<file path="config.mk">
export PLATFORM = sky130hd
export DESIGN_NAME = scs_sequencer
export DESIGN_NICKNAME = d
export VERILOG_FILES = /design/src/design/scs_sequencer.v
export VERILOG_INCLUDE_DIRS = /design/src /design/src/design
export SDC_FILE = /design/constraint.sdc
export NUM_CORES = 1
export LEC_CHECK = 0
export BUFFER_PORTS_ARGS = -buffer_cell sky130_fd_sc_hd__buf_2
export CELL_PAD_IN_SITES_DETAIL_PLACEMENT = 2
export CELL_PAD_IN_SITES_GLOBAL_PLACEMENT = 2
export CORE_ASPECT_RATIO = 1.75
export CORE_MARGIN = 5
export CORE_UTILIZATION = 39
export CTS_BUF_LIST = sky130_fd_sc_hd__clkbuf_4 sky130_fd_sc_hd__clkbuf_8
export DETAILED_ROUTE_END_ITERATION = 12
export GPL_TIMING_DRIVEN = 0
export PLACE_DENSITY = 0.87
export RECOVER_POWER = 50
export SLEW_MARGIN = 20
export SYNTH_ARGS = -nofsm -noshare
export SYNTH_HDL_FRONTEND = slang
export SYNTH_SLANG_ARGS = --single-unit
</file>
<file path="constraint.sdc">
create_clock -name CLK_SYS -period 7.8 [get_ports CLK_SYS]
set_clock_uncertainty 0.2 [all_clocks]
set_input_delay 1.56 -clock CLK_SYS [delete_from_list [all_inputs] [get_ports CLK_SYS]]
set_output_delay 1.56 -clock CLK_SYS [all_outputs]
set_load 0.05 [all_outputs]
</file>
<file path="src/design/scs_defs.vh">
// Constants of the conversion sequencer: offsets, fields, reset values, timing
// Summary of operation
// - Conversion equals sampling plus approximation time
// - Stop aborts conversion, result register unchanged
// - Stop also resets sequence position to start
// - Stop end clears stop and start bits
// - Edge field: off, rising, falling, both
// - Triggers ignored while start bit clear
// - Triggers during conversion ignored, never queued
// - Source field: timer1 trigger or channel4
// - Start bit acts as software trigger
// - Resolution 12/10/8/6 sets approximation length
// - Conversion-done flag set on new result
// - Conversion-done clears on write-one or read
// - Sampling-done flag per sample, write-one clears
// - Sequence-done flag on last result, write-one
// - Sixteen-bit result, right or left justified
// - Overrun when result lands with done set
// - Keep converting after overrun; write-one clears
// - Overwrite select 0 keeps old result
// - Overwrite select 1 stores every result
// - No edge selected: start converts immediately
`ifndef SCS_DEFS_VH
`define SCS_DEFS_VH
// Register byte offsets
`define SCS_OFF_STATUS 8'h00
`define SCS_OFF_IRQEN  8'h04
`define SCS_OFF_CTRL   8'h08
`define SCS_OFF_CFG    8'h0C
`define SCS_OFF_DATA   8'h10
// Status and interrupt enable bit positions
`define SCS_B_SMP  1
`define SCS_B_EOC  2
`define SCS_B_SEQ  3
`define SCS_B_OVR  4
`define SCS_IRQEN_MASK 32'h0000001E
// Control bit positions
`define SCS_B_START 2
`define SCS_B_STOP  4
// Configuration fields
`define SCS_F_RES_LO  3
`define SCS_B_ALIGN   5
`define SCS_F_SRC_LO  6
`define SCS_F_EDGE_LO 10
`define SCS_B_OVRSEL  12
`define SCS_B_CONT    13
`define SCS_F_LEN_LO  16
`define SCS_CFG_MASK  32'h000F3FF8
`define SCS_CFG_RESET 32'h00000000
// Converter clock runs at half the system clock: one half cycle per tick
`define SCS_HALF_PER_CYC 2
`define SCS_SMP_TENTHS   35
`endif

</file>
<file path="src/design/scs_sequencer.v">
// Conversion sequencer of a successive-approximation converter with AXI4-Lite registers
//
// Decided for this implementation: the AXI4-Lite register port and the address map.
`timescale 1ns/1ps
`include "scs_defs.vh"
module scs_sequencer #(
  parameter ADDR_W = 8
) (
  // Clock and reset
  input  wire              CLK_SYS,
  input  wire              RESETN,
  // AXI4-Lite write
  input  wire [ADDR_W-1:0] AWADDR,
  input  wire              AWVALID,
  output wire              AWREADY,
  input  wire [31:0]       WDATA,
  input  wire [3:0]        WSTRB,
  input  wire              WVALID,
  output wire              WREADY,
  output wire [1:0]        BRESP,
  output wire              BVALID,
  input  wire              BREADY,
  // AXI4-Lite read
  input  wire [ADDR_W-1:0] ARADDR,
  input  wire              ARVALID,
  output wire              ARREADY,
  output wire [31:0]       RDATA,
  output wire [1:0]        RRESP,
  output wire              RVALID,
  input  wire              RREADY,
  // Timer trigger pins
  input  wire              TRIG_TIMER1_OUT,
  input  wire              TRIG_TIMER1_CC4,
  // Analog core and interrupt
  input  wire [11:0]       ANA_CODE,
  output wire [1:0]        ANA_PHASE,
  output wire [3:0]        ANA_CHANNEL,
  output wire              IRQ
);
  localparam ST_IDLE = 2'h0;
  localparam ST_WAIT = 2'h1;
  localparam ST_SAMP = 2'h2;
  localparam ST_CONV = 2'h3;
  // Sampling length in system cycles, cut to the counter width on purpose
  localparam integer SMP_CYC_I = `SCS_SMP_TENTHS * `SCS_HALF_PER_CYC / 10;
  localparam [5:0]   SMP_CYC   = SMP_CYC_I[5:0];

  // Bus handshake state
  reg              awready;
  reg              wready;
  reg              bvalid;
  reg [1:0]        bresp;
  reg              arready;
  reg              rvalid;
  reg [31:0]       rdata;
  reg [1:0]        rresp;
  reg [ADDR_W-1:0] aw_addr;
  reg              aw_held;
  reg [31:0]       w_data;
  reg [3:0]        w_strb;
  reg              w_held;
  // Block state
  reg [1:0]        state;
  reg [5:0]        cnt;
  reg [3:0]        pos;
  reg              start;
  reg              stop;
  reg [31:0]       cfg;
  reg [31:0]       irq_en;
  reg              f_smp;
  reg              f_eoc;
  reg              f_seq;
  reg              f_ovr;
  reg [15:0]       result;
  reg              irq;
  // Trigger synchroniser
  wire [1:0]       lvl;
  reg              prev;

  wire [1:0]  res     = cfg[`SCS_F_RES_LO+1:`SCS_F_RES_LO];
  wire        align   = cfg[`SCS_B_ALIGN];
  wire [2:0]  src     = cfg[`SCS_F_SRC_LO+2:`SCS_F_SRC_LO];
  wire [1:0]  edge_s  = cfg[`SCS_F_EDGE_LO+1:`SCS_F_EDGE_LO];
  wire        ovr_sel = cfg[`SCS_B_OVRSEL];
  wire        cont    = cfg[`SCS_B_CONT];
  wire [3:0]  seq_len = cfg[`SCS_F_LEN_LO+3:`SCS_F_LEN_LO];

  // Resolution in bits and approximation length in half cycles
  wire [3:0]  bits    = 4'hC - {1'b0, res, 1'b0};
  wire [5:0]  sar_cyc = {1'b0, bits, 1'b1};

  wire do_wr = aw_held & w_held & ~bvalid;
  wire rd_hit = ARVALID & arready;
  wire [31:0] wmask = {{8{w_strb[3]}}, {8{w_strb[2]}}, {8{w_strb[1]}}, {8{w_strb[0]}}};
  wire [31:0] wbits = w_data & wmask;

  reg  [4:0]  wsel;
  always @* begin
    wsel = 5'h00;
    if (aw_addr == `SCS_OFF_STATUS) begin
      wsel[0] = 1'b1;
    end else if (aw_addr == `SCS_OFF_IRQEN) begin
      wsel[1] = 1'b1;
    end else if (aw_addr == `SCS_OFF_CTRL) begin
      wsel[2] = 1'b1;
    end else if (aw_addr == `SCS_OFF_CFG) begin
      wsel[3] = 1'b1;
    end else if (aw_addr == `SCS_OFF_DATA) begin
      wsel[4] = 1'b1;
    end
  end

  wire [31:0] status = {27'h0, f_ovr, f_seq, f_eoc, f_smp, 1'b0};
  reg  [31:0] rd_mux;
  reg         rd_err;
  reg         rd_data;
  always @* begin
    rd_mux = 32'h0;
    rd_err = 1'b0;
    rd_data = 1'b0;
    if (ARADDR == `SCS_OFF_STATUS) begin
      rd_mux = status;
    end else if (ARADDR == `SCS_OFF_IRQEN) begin
      rd_mux = irq_en;
    end else if (ARADDR == `SCS_OFF_CTRL) begin
      rd_mux = {27'h0, stop, 1'b0, start, 2'h0};
    end else if (ARADDR == `SCS_OFF_CFG) begin
      rd_mux = cfg;
    end else if (ARADDR == `SCS_OFF_DATA) begin
      rd_mux = {16'h0, result};
      rd_data = 1'b1;
    end else begin
      rd_err = 1'b1;
    end
  end

  // Trigger selection and edge detection
  wire sel_lvl = (src == 3'h0) ? lvl[0] : ((src == 3'h1) ? lvl[1] : 1'b0);
  wire rise = sel_lvl & ~prev;
  wire fall = ~sel_lvl & prev;
  reg  hit;
  always @* begin
    case (edge_s)
      2'h1:    hit = rise;
      2'h2:    hit = fall;
      2'h3:    hit = rise | fall;
      default: hit = 1'b0;
    endcase
  end

  // Result shaping: keep the top bits of the code for the chosen resolution
  wire [11:0] keep   = 12'hFFF << (4'hC - bits);
  wire [11:0] code_m = ANA_CODE & keep;
  wire [15:0] right  = {4'h0, code_m} >> (4'hC - bits);
  wire [15:0] left   = {code_m, 4'h0};
  wire [15:0] shaped = align ? left : right;

  wire last     = (pos == seq_len);
  // Preserve mode drops results while an unread one or an overrun is pending
  wire drop     = ~ovr_sel & (f_eoc | f_ovr);

  wire [1:0] trig_pin = {TRIG_TIMER1_CC4, TRIG_TIMER1_OUT};

  // Three stages per pin; the filtered level follows only when stages two and three agree
  genvar gi;
  generate
    for (gi = 0; gi < 2; gi = gi + 1) begin : g_sync
      reg s1;
      reg s2;
      reg s3;
      reg flt;
      always @(posedge CLK_SYS or negedge RESETN) begin
        if (!RESETN) begin
          s1 <= 1'b0;
          s2 <= 1'b0;
          s3 <= 1'b0;
          flt <= 1'b0;
        end else begin
          s1 <= trig_pin[gi];
          s2 <= s1;
          s3 <= s2;
          if (s2 == s3) begin
            flt <= s3;
          end
        end
      end
      assign lvl[gi] = flt;
    end
  endgenerate

  // Previous level of the selected source, tracked in every state so no edge is queued
  always @(posedge CLK_SYS or negedge RESETN) begin
    if (!RESETN) begin
      prev <= 1'b0;
    end else begin
      prev <= sel_lvl;
    end
  end

  // Bus channels
  always @(posedge CLK_SYS or negedge RESETN) begin
    if (!RESETN) begin
      awready <= 1'b1;
      wready <= 1'b1;
      bvalid <= 1'b0;
      bresp <= 2'h0;
      arready <= 1'b1;
      rvalid <= 1'b0;
      rdata <= 32'h0;
      rresp <= 2'h0;
      aw_addr <= {ADDR_W{1'b0}};
      aw_held <= 1'b0;
      w_data <= 32'h0;
      w_strb <= 4'h0;
      w_held <= 1'b0;
    end else begin
      if (AWVALID && awready) begin
        aw_addr <= AWADDR;
        aw_held <= 1'b1;
        awready <= 1'b0;
      end
      if (WVALID && wready) begin
        w_data <= WDATA;
        w_strb <= WSTRB;
        w_held <= 1'b1;
        wready <= 1'b0;
      end
      if (do_wr) begin
        aw_held <= 1'b0;
        w_held <= 1'b0;
        bvalid <= 1'b1;
        bresp <= (wsel == 5'h00) ? 2'h2 : 2'h0;
      end
      if (bvalid && BREADY) begin
        bvalid <= 1'b0;
        awready <= 1'b1;
        wready <= 1'b1;
      end
      if (rd_hit) begin
        arready <= 1'b0;
        rvalid <= 1'b1;
        rdata <= rd_mux;
        rresp <= rd_err ? 2'h2 : 2'h0;
      end
      if (rvalid && RREADY) begin
        rvalid <= 1'b0;
        arready <= 1'b1;
      end
    end
  end

  // Sequencer, flags and registers
  always @(posedge CLK_SYS or negedge RESETN) begin
    if (!RESETN) begin
      state <= ST_IDLE;
      cnt <= 6'h00;
      pos <= 4'h0;
      start <= 1'b0;
      stop <= 1'b0;
      cfg <= `SCS_CFG_RESET;
      irq_en <= 32'h0;
      f_smp <= 1'b0;
      f_eoc <= 1'b0;
      f_seq <= 1'b0;
      f_ovr <= 1'b0;
      result <= 16'h0;
      irq <= 1'b0;
    end else begin
      irq <= |(status & irq_en);
      // Clears first so that a same-cycle set wins
      if (do_wr && wsel[0]) begin
        if (wbits[`SCS_B_SMP]) f_smp <= 1'b0;
        if (wbits[`SCS_B_EOC]) f_eoc <= 1'b0;
        if (wbits[`SCS_B_SEQ]) f_seq <= 1'b0;
        if (wbits[`SCS_B_OVR]) f_ovr <= 1'b0;
      end
      if (rd_hit && rd_data) begin
        f_eoc <= 1'b0;
      end
      if (do_wr && wsel[1]) begin
        irq_en <= ((irq_en & ~wmask) | wbits) & `SCS_IRQEN_MASK;
      end
      if (do_wr && wsel[3]) begin
        cfg <= ((cfg & ~wmask) | wbits) & `SCS_CFG_MASK;
      end
      case (state)
        ST_WAIT: begin
          if (hit) begin
            state <= ST_SAMP;
            cnt <= SMP_CYC - 6'h01;
          end
        end
        ST_SAMP: begin
          if (cnt == 6'h00) begin
            // A sample ending in the stop cycle raises no flag
            if (!stop) begin
              f_smp <= 1'b1;
            end
            state <= ST_CONV;
            cnt <= sar_cyc - 6'h01;
          end else begin
            cnt <= cnt - 6'h01;
          end
        end
        ST_CONV: begin
          if (cnt != 6'h00) begin
            cnt <= cnt - 6'h01;
          end else if (!stop) begin
            if (!drop) begin
              result <= shaped;
            end
            f_eoc <= 1'b1;
            if (f_eoc) begin
              f_ovr <= 1'b1;
            end
            if (last) begin
              f_seq <= 1'b1;
              pos <= 4'h0;
            end else begin
              pos <= pos + 4'h1;
            end
            // Converting goes on after an overrun
            if (!last || cont) begin
              state <= ST_SAMP;
              cnt <= SMP_CYC - 6'h01;
            end else if (edge_s != 2'h0) begin
              state <= ST_WAIT;
            end else begin
              state <= ST_IDLE;
              start <= 1'b0;
            end
          end
        end
        default: begin
        end
      endcase
      if (stop) begin
        state <= ST_IDLE;
        pos <= 4'h0;
        start <= 1'b0;
        stop <= 1'b0;
      end else if (do_wr && wsel[2]) begin
        if (wbits[`SCS_B_STOP] && start) begin
          stop <= 1'b1;
        end else if (wbits[`SCS_B_START] && !start && state == ST_IDLE) begin
          start <= 1'b1;
          if (edge_s == 2'h0) begin
            state <= ST_SAMP;
            cnt <= SMP_CYC - 6'h01;
          end else begin
            state <= ST_WAIT;
          end
        end
      end
    end
  end

  assign AWREADY = awready;
  assign WREADY = wready;
  assign BVALID = bvalid;
  assign BRESP = bresp;
  assign ARREADY = arready;
  assign RVALID = rvalid;
  assign RDATA = rdata;
  assign RRESP = rresp;
  assign ANA_PHASE = state;
  assign ANA_CHANNEL = pos;
  assign IRQ = irq;
endmodule

</file>
==> results of run 1 <==
==> worst max-delay path by stage <==
stage                         start               endpoint  slack [ns]
after floorplan           ARADDR[1]  RDATA[10]$_DFFE_PN0P_        4.64
after global placement       RESETN     RVALID$_DFFE_PN0P_        3.51
after detailed placement    ARVALID  RDATA[13]$_DFFE_PN0P_        3.75
after CTS                      flop  result[8]$_DFFE_PN0P_        3.94
after global routing         RESETN  result[2]$_DFFE_PN0P_        3.29
final                        RESETN  result[9]$_DFFE_PN0P_        3.83
==> power breakdown <==
group | switching [mW] | internal, mW | leakage (nW)
Clock | 0.283 | 0.308 | 0.200
Combinational | 0.347 | 0.235 | 1.61
Sequential | 0.135 | 0.779 | 1.49
==> metrics by stage <==
| stage | area, um2 | instances | hold slack (ns) |
|---|---|---|---|
| after CTS | 6812 | 818 | 0.1671 |
| final | 6800 | 818 | 0.1683 |
| after global placement | 6369 | 785 | 0.1324 |
| after detailed placement | 6402 | 786 | 0.1427 |
| after floorplan | 5698 | 516 | 0.1312 |
| after global routing | 6800 | 818 | 0.1767 |
==> logic make-up after synthesis <==
logic type,Yosys count
compound gates,103
xor+xnor,9
fa+ha+maj,8
buf+inv,67
flops,120
mux,64
other cells,1
simple gates,131
==> cells in the final DEF (no fill, tap or decap), types with 12 or more instances in the layout <==
cell,Yosys,routed
a21oi_1,14,14
a22o_1,12,12
buf_2,1,86
buf_4,14,14
clkbuf_1,18,22
clkbuf_8,0,19
conb_1,1,14
dfrtp_1,117,117
inv_1,30,30
mux2_2,42,42
nand2_1,57,57
nor2_1,17,17
o21ai_0,35,35
==> cell type report <==
class | instances | area share
Sequential cell | 120 | 0.4421
Multi-Input combinational cell | 329 | 0.3498
Timing Repair Buffer | 90 | 0.06881
Clock buffer | 20 | 0.03956
Tap cell | 180 | 0.03312
Buffer | 36 | 0.02889
Clock inverter | 12 | 0.02061
Inverter | 31 | 0.01711
==> metal layers <==
| layer | vias to the layer above | GRT usage | routed length [um] |
|---|---|---|---|
| met2 | 173 | 0.4419 | 10980 |
| met1 | 2388 | 0.2515 | 6880 |
| met3 | 57 | 0.04607 | 999 |
| met4 | 0 | 0.1285 | 877 |
| li1 | 2016 | - | - |
| met5 | - | 0 | 0 |
==> out/qor.csv, run 1 <==
metric,value,unit
final-setup-viol-count,0,
multi_input_area,2379,um2
fmax,252.1,MHz
clk_path_buf_depth,2,
grt_max_degree,72,
utilization,0.4757,
power.density,307.0,nW/um2
leakagePower,3.300,nW
status,"finished, violations left",
clock_latency,0.45,ns
holdPathEnd,g_sync[0].s2$_DFF_PN0_,
drive_gt1_frac,0.3056,
gp_congestion,0.8756,
antenna-diode-count,0,
synth_cell_type_count,64,
numCtsBuffers,17,
holdCritStartpoint,g_sync[0].s1$_DFF_PN0_,
synthMuxAreaShare,0.1404,
cp_top_family,buffers and inverters,
coreArea,14300,um2
post-place-ws,3.747,ns
fin_nets,704,
synth-edff-count,0,
synthToLayoutAreaGrowth,20.38,%
slew_violations,50,
crit_path_top_delay_cell,clkbuf_1,
arrival,3.66,ns
drv_cap,1,
die_y,169.2,um
synth_seq_area_share,0.5322,
path_clk_slew,0.08,ns
yosysTopAreaCellShare,0.5183,
synth_compound_area_frac,0.1269,
cp.depth,1,
r2r_cells,10,
htree_num_levels,4,
syn-instance-count,503,
num_vias,4634,
ir_worst_vdd,0.1585,mV
row_count,58,
regArea,3007,um2
start_util,0.3952,
postSynthAreaPerCell,11.23,um2
yosys.area_share.simple,0.1136,
power,2.088,mW
synth_top_area_cell,dfrtp_1,
postCtsSetupBuffers,0,
portBuffers,89,
overflow,0,
path_cells,clkbuf_1,
viasPerCell,5.665,
fin_setup_tns,0,ns
fillers,1517,
synth_most_common_cell,dfrtp_1,
critPathKind,in2async,
finalWorstSetupSlack,3.833,ns
track_usage,0.2401,
dieArea,17090,um2
grt_pass1_wl,31050,um
place_hpwl,13660,um
synth_top_family_by_area,multiplexers,
synthTopCellsByCount,"117 x dfrtp_1, 57 x nand2_1, 42 x mux2_2",
antenna_found_initial,0,
drc,0,
drtIter0Drc,194,
ff2ff_setup_slack,3.99,ns
relSlewSlack,-0.9853,
wl_per_cell,24.13,um
worstSetupEndpointType,async pin,
syn-cell-area,5649,um2
routed_wl,19740,um
synth_xor_area_frac,0.01395,
synth_area_leaders,"dfrtp_1 52%, mux2_2 8.4%, nand2_1 3.8%, o21ai_0 3.1%, mux4_2 2.4%",
grt_pass1_vias,5500,
cts_tree,done,
finalCritPeriodShare,0.5086,
violations,"max-capacitance violations, max-slew violations",
cts_sinks,120,
ys_seq_elements,120,
post_cts_resized,0,
antenna_left,0,
worstReg2RegEnd,result[8]$_DFFE_PN0P_,
synth-main-ff-cell,dfrtp_1,
worstHoldPathCells,0,
cp_max_fo,50,
holdBufCountCts,0,
crit_required,7.50,ns
root_buffer,clkbuf_8,
drt_pass1_iterations,4,
ios,121,
worstPathBufferInverterCount,1,
synthArstFlopShare,1.000,
yosys_warnings,0,
min_period,3.967,ns
synthAdderAreaFrac,0.01683,
hold_path_class,reg2reg,
rsz0062_at_grt,false,
hold_viol,0,
worstMarginPinSlew,2.978,ns
die_x,101.0,um
startpoint_type,input pin,
max_stage_delay,2.05,ns
No activity file was read; power rests on OpenSTA's default activity.
==> inputs of run 2 (changes only) <==
--- a/config.mk
+++ b/config.mk
@@ -11,11 +11,11 @@
 export CELL_PAD_IN_SITES_GLOBAL_PLACEMENT = 2
 export CORE_ASPECT_RATIO = 1.75
 export CORE_MARGIN = 5
-export CORE_UTILIZATION = 39
+export CORE_UTILIZATION = 33
 export CTS_BUF_LIST = sky130_fd_sc_hd__clkbuf_4 sky130_fd_sc_hd__clkbuf_8
 export DETAILED_ROUTE_END_ITERATION = 12
 export GPL_TIMING_DRIVEN = 0
-export PLACE_DENSITY = 0.87
+export PLACE_DENSITY = 0.79
 export RECOVER_POWER = 50
 export SLEW_MARGIN = 20
 export SYNTH_ARGS = -nofsm -noshare
==> constraint.sdc (replaced) <==
create_clock -name CLK_SYS -period 3.5 [get_ports CLK_SYS]
set_clock_uncertainty 0.2 [all_clocks]
set_input_delay 0.7 -clock CLK_SYS [delete_from_list [all_inputs] [get_ports CLK_SYS]]
set_output_delay 0.7 -clock CLK_SYS [all_outputs]
set_load 0.05 [all_outputs]
==> out/qor.csv, run 2 (same netlist as run 1, synthesis figures left out) <==
metric,value,unit,change
status,"finished, violations left",,
violations,"max-capacitance violations, max-slew violations",,
cp_max_fo,10,,-80%
ir_worst_vdd,0.2747,mV,+73%
finalWorstSetupSlack,0.3221,ns,-3.511 ns
synthToLayoutAreaGrowth,21.90,%,
track_usage,0.1878,,-0.05229
wl_per_cell,20.45,um,-15%
fin_nets,705,,+0.14%
drv_cap,1,,unchanged
power,4.622,mW,+120%
path_cells,inv_1 -> ha_1 -> nor3b_1 -> and4_1 -> clkbuf_1 -> o21ai_0 -> clkbuf_1 -> nand2_1 -> o21ai_0,,
path_clk_slew,0.09,ns,about the same
antenna_left,0,,unchanged
power.density,671.2,nW/um2,+120%
grt_pass1_wl,28680,um,-7.6%
min_period,3.178,ns,
mostFrequentLayoutCells,"117 x dfrtp_1, 89 x buf_2, 57 x nand2_1",,
rsz0062_at_grt,false,,
portBuffers,89,,unchanged
hold_viol,0,,unchanged
coreArea,16870,um2,+18%
final-setup-viol-count,0,,unchanged
overflow,0,,unchanged
grt_max_degree,80,,+11%
p_clk_frac,0.289,,+0.006
fin_setup_tns,0,ns,unchanged
leakagePower,3.326,nW,+0.76%
r2r_cells,9,,-1
worstMarginPinSlew,2.019,ns,-0.9594 ns
place_hpwl,13690,um,+0.20%
antenna-diode-count,0,,unchanged
fin_hold_ws,0.1524,ns,-0.01587 ns
cp_top_family,simple AND/OR/NAND/NOR gates,,
antenna_found_initial,0,,unchanged
drive_gt1_frac,0.3083,,+0.002652
startpoint_type,flop,,
clk_path_buf_depth,2,,unchanged
numCtsBuffers,17,,unchanged
regArea,3007,um2,unchanged
p_int,2.919,mW,+120%
clock_latency,0.45,ns,about the same
slew_violations,42,,-16%
routed_wl,17710,um,-10%
utilization,0.4082,,-0.06742
post-place-ws,0.03155,ns,-3.716 ns
fmax,314.7,MHz,
root_buffer,clkbuf_8,,
crit_required,3.60,ns,-3.90 ns
cts_tree,done,,
row_count,63,,+8.6%
drc,0,,unchanged
die_x,108.9,um,+7.8%
drtIter0Drc,146,,-25%
worstSetupEndpointType,flop,,
start_util,0.3349,,-0.06026
worstPathBufferInverterCount,3,,+2
ios,121,,unchanged
max_stage_delay,0.50,ns,-1.55 ns
gp_congestion,0.8191,,-6.5%
htree_num_levels,4,,unchanged
crit_path_top_delay_cell,nor3b_1,,
arrival,3.27,ns,-0.39 ns
worstHoldPathCells,1,,+1
cts_sinks,120,,unchanged
power_frac_seq,0.434,,-0.004
grt_pass1_vias,5338,,-2.9%
switching_share,0.3685,,+0.001741
viasPerCell,5.171,,-8.7%
die_y,183.1,um,+8.2%
critPathKind,reg2reg,,
pwr-share-comb,0.277,,-0.002
multi_input_area,2379,um2,unchanged
fillers,1844,,+22%
dieArea,19940,um2,+17%
netSwitchingPower,1.703,mW,+120%
final_common_cell,dfrtp_1,,
num_vias,4478,,-3.4%
cp.depth,9,,+8
drt_pass1_iterations,5,,+1
finalCritPeriodShare,0.9080,,
relSlewSlack,-0.3457,,+0.6396
hold_path_class,in2reg,,
==> run 2: cell count changes in the layout (fill, tap and decap cells not counted) <==
cell	previous run	this run
inv_6	3	8
clkinv_4	3	0
clkinv_1	1	0
clkinv_2	1	0
clkbuf_8	19	17
buf_2	86	89
dlygate4sd2_1	0	1
dfstp_2	3	0
inv_8	0	3
dlygate4sd3_1	0	1
clkbuf_4	1	0
clkbuf_1	22	17
clkbuf_2	0	1
dfstp_1	0	3
==> run 2: per-stage QoR <==
step                area (um2)  instances
global route              6887        866
global placement          6427        832
floorplan                 5698        516
detailed placement        6461        833
CTS                       6884        866
finish                    6887        866
==> run 2: power by group through the flow <==
stage	logic, mW	clock network [mW]	registers (mW)
CTS	1.30	1.38	2.01
floorplan	0.798	0	2.07
finish	1.28	1.34	2.01
global route	1.41	1.45	2.05
global placement	1.19	0	2.00
detailed placement	1.29	0	2.04
==> run 2: path summary, 6_finish.rpt <==
kind	start	endpoint	slack [ns]
worst max-delay path	cnt[0]$_DFF_PN0_	result[6]$_DFFE_PN0P_	0.32
worst min-delay path	TRIG_TIMER1_OUT	g_sync[0].s1$_DFF_PN0_	0.15
worst max register to register	cnt[0]$_DFF_PN0_	result[6]$_DFFE_PN0P_	0.32
worst min register to register	g_sync[1].s1$_DFF_PN0_	g_sync[1].s2$_DFF_PN0_	0.16
max in group asynchronous	RESETN	WREADY$_DFFE_PN1P_	0.60
min in group asynchronous	RESETN	RVALID$_DFFE_PN0P_	1.29
==> run 2: worst reg2reg max path, cell delays in order (launching register included) <==
cell and delay [ns]:
dfrtp_1 0.42, inv_1 0.10, ha_1 0.15, nor3b_1 0.50
and4_1 0.28, clkbuf_1 0.42, o21ai_0 0.33, clkbuf_1 0.34
nand2_1 0.18, o21ai_0 0.13
==> run 2: repair_timing <==
action                     in CTS  in global routing
resized for setup               0                  3
setup endpoints to repair       0                  8
setup buffers                   0                  0
hold endpoints to repair       40                  0
hold buffers                    1                  0
==> run 2: metal layers <==
layer | part of all wire | global-route usage | vias to the layer above
li1 | - | - | 2017
met1 | 0.36 | 0.1996 | 2318
met2 | 0.58 | 0.3538 | 113
met3 | 0.039 | 0.03804 | 30
met4 | 0.026 | 0.07280 | 0
met5 | 0 | 0 | -
==> run 2: cell type report <==
cell class                      count  share of cell area
Inverter                           31             0.01744
Multi-Input combinational cell    329              0.3454
Clock inverter                     15             0.02598
Clock buffer                       17             0.03398
Buffer                             36             0.02871
Sequential cell                   120              0.4366
Tap cell                          227             0.04124
Timing Repair Buffer               91             0.07068
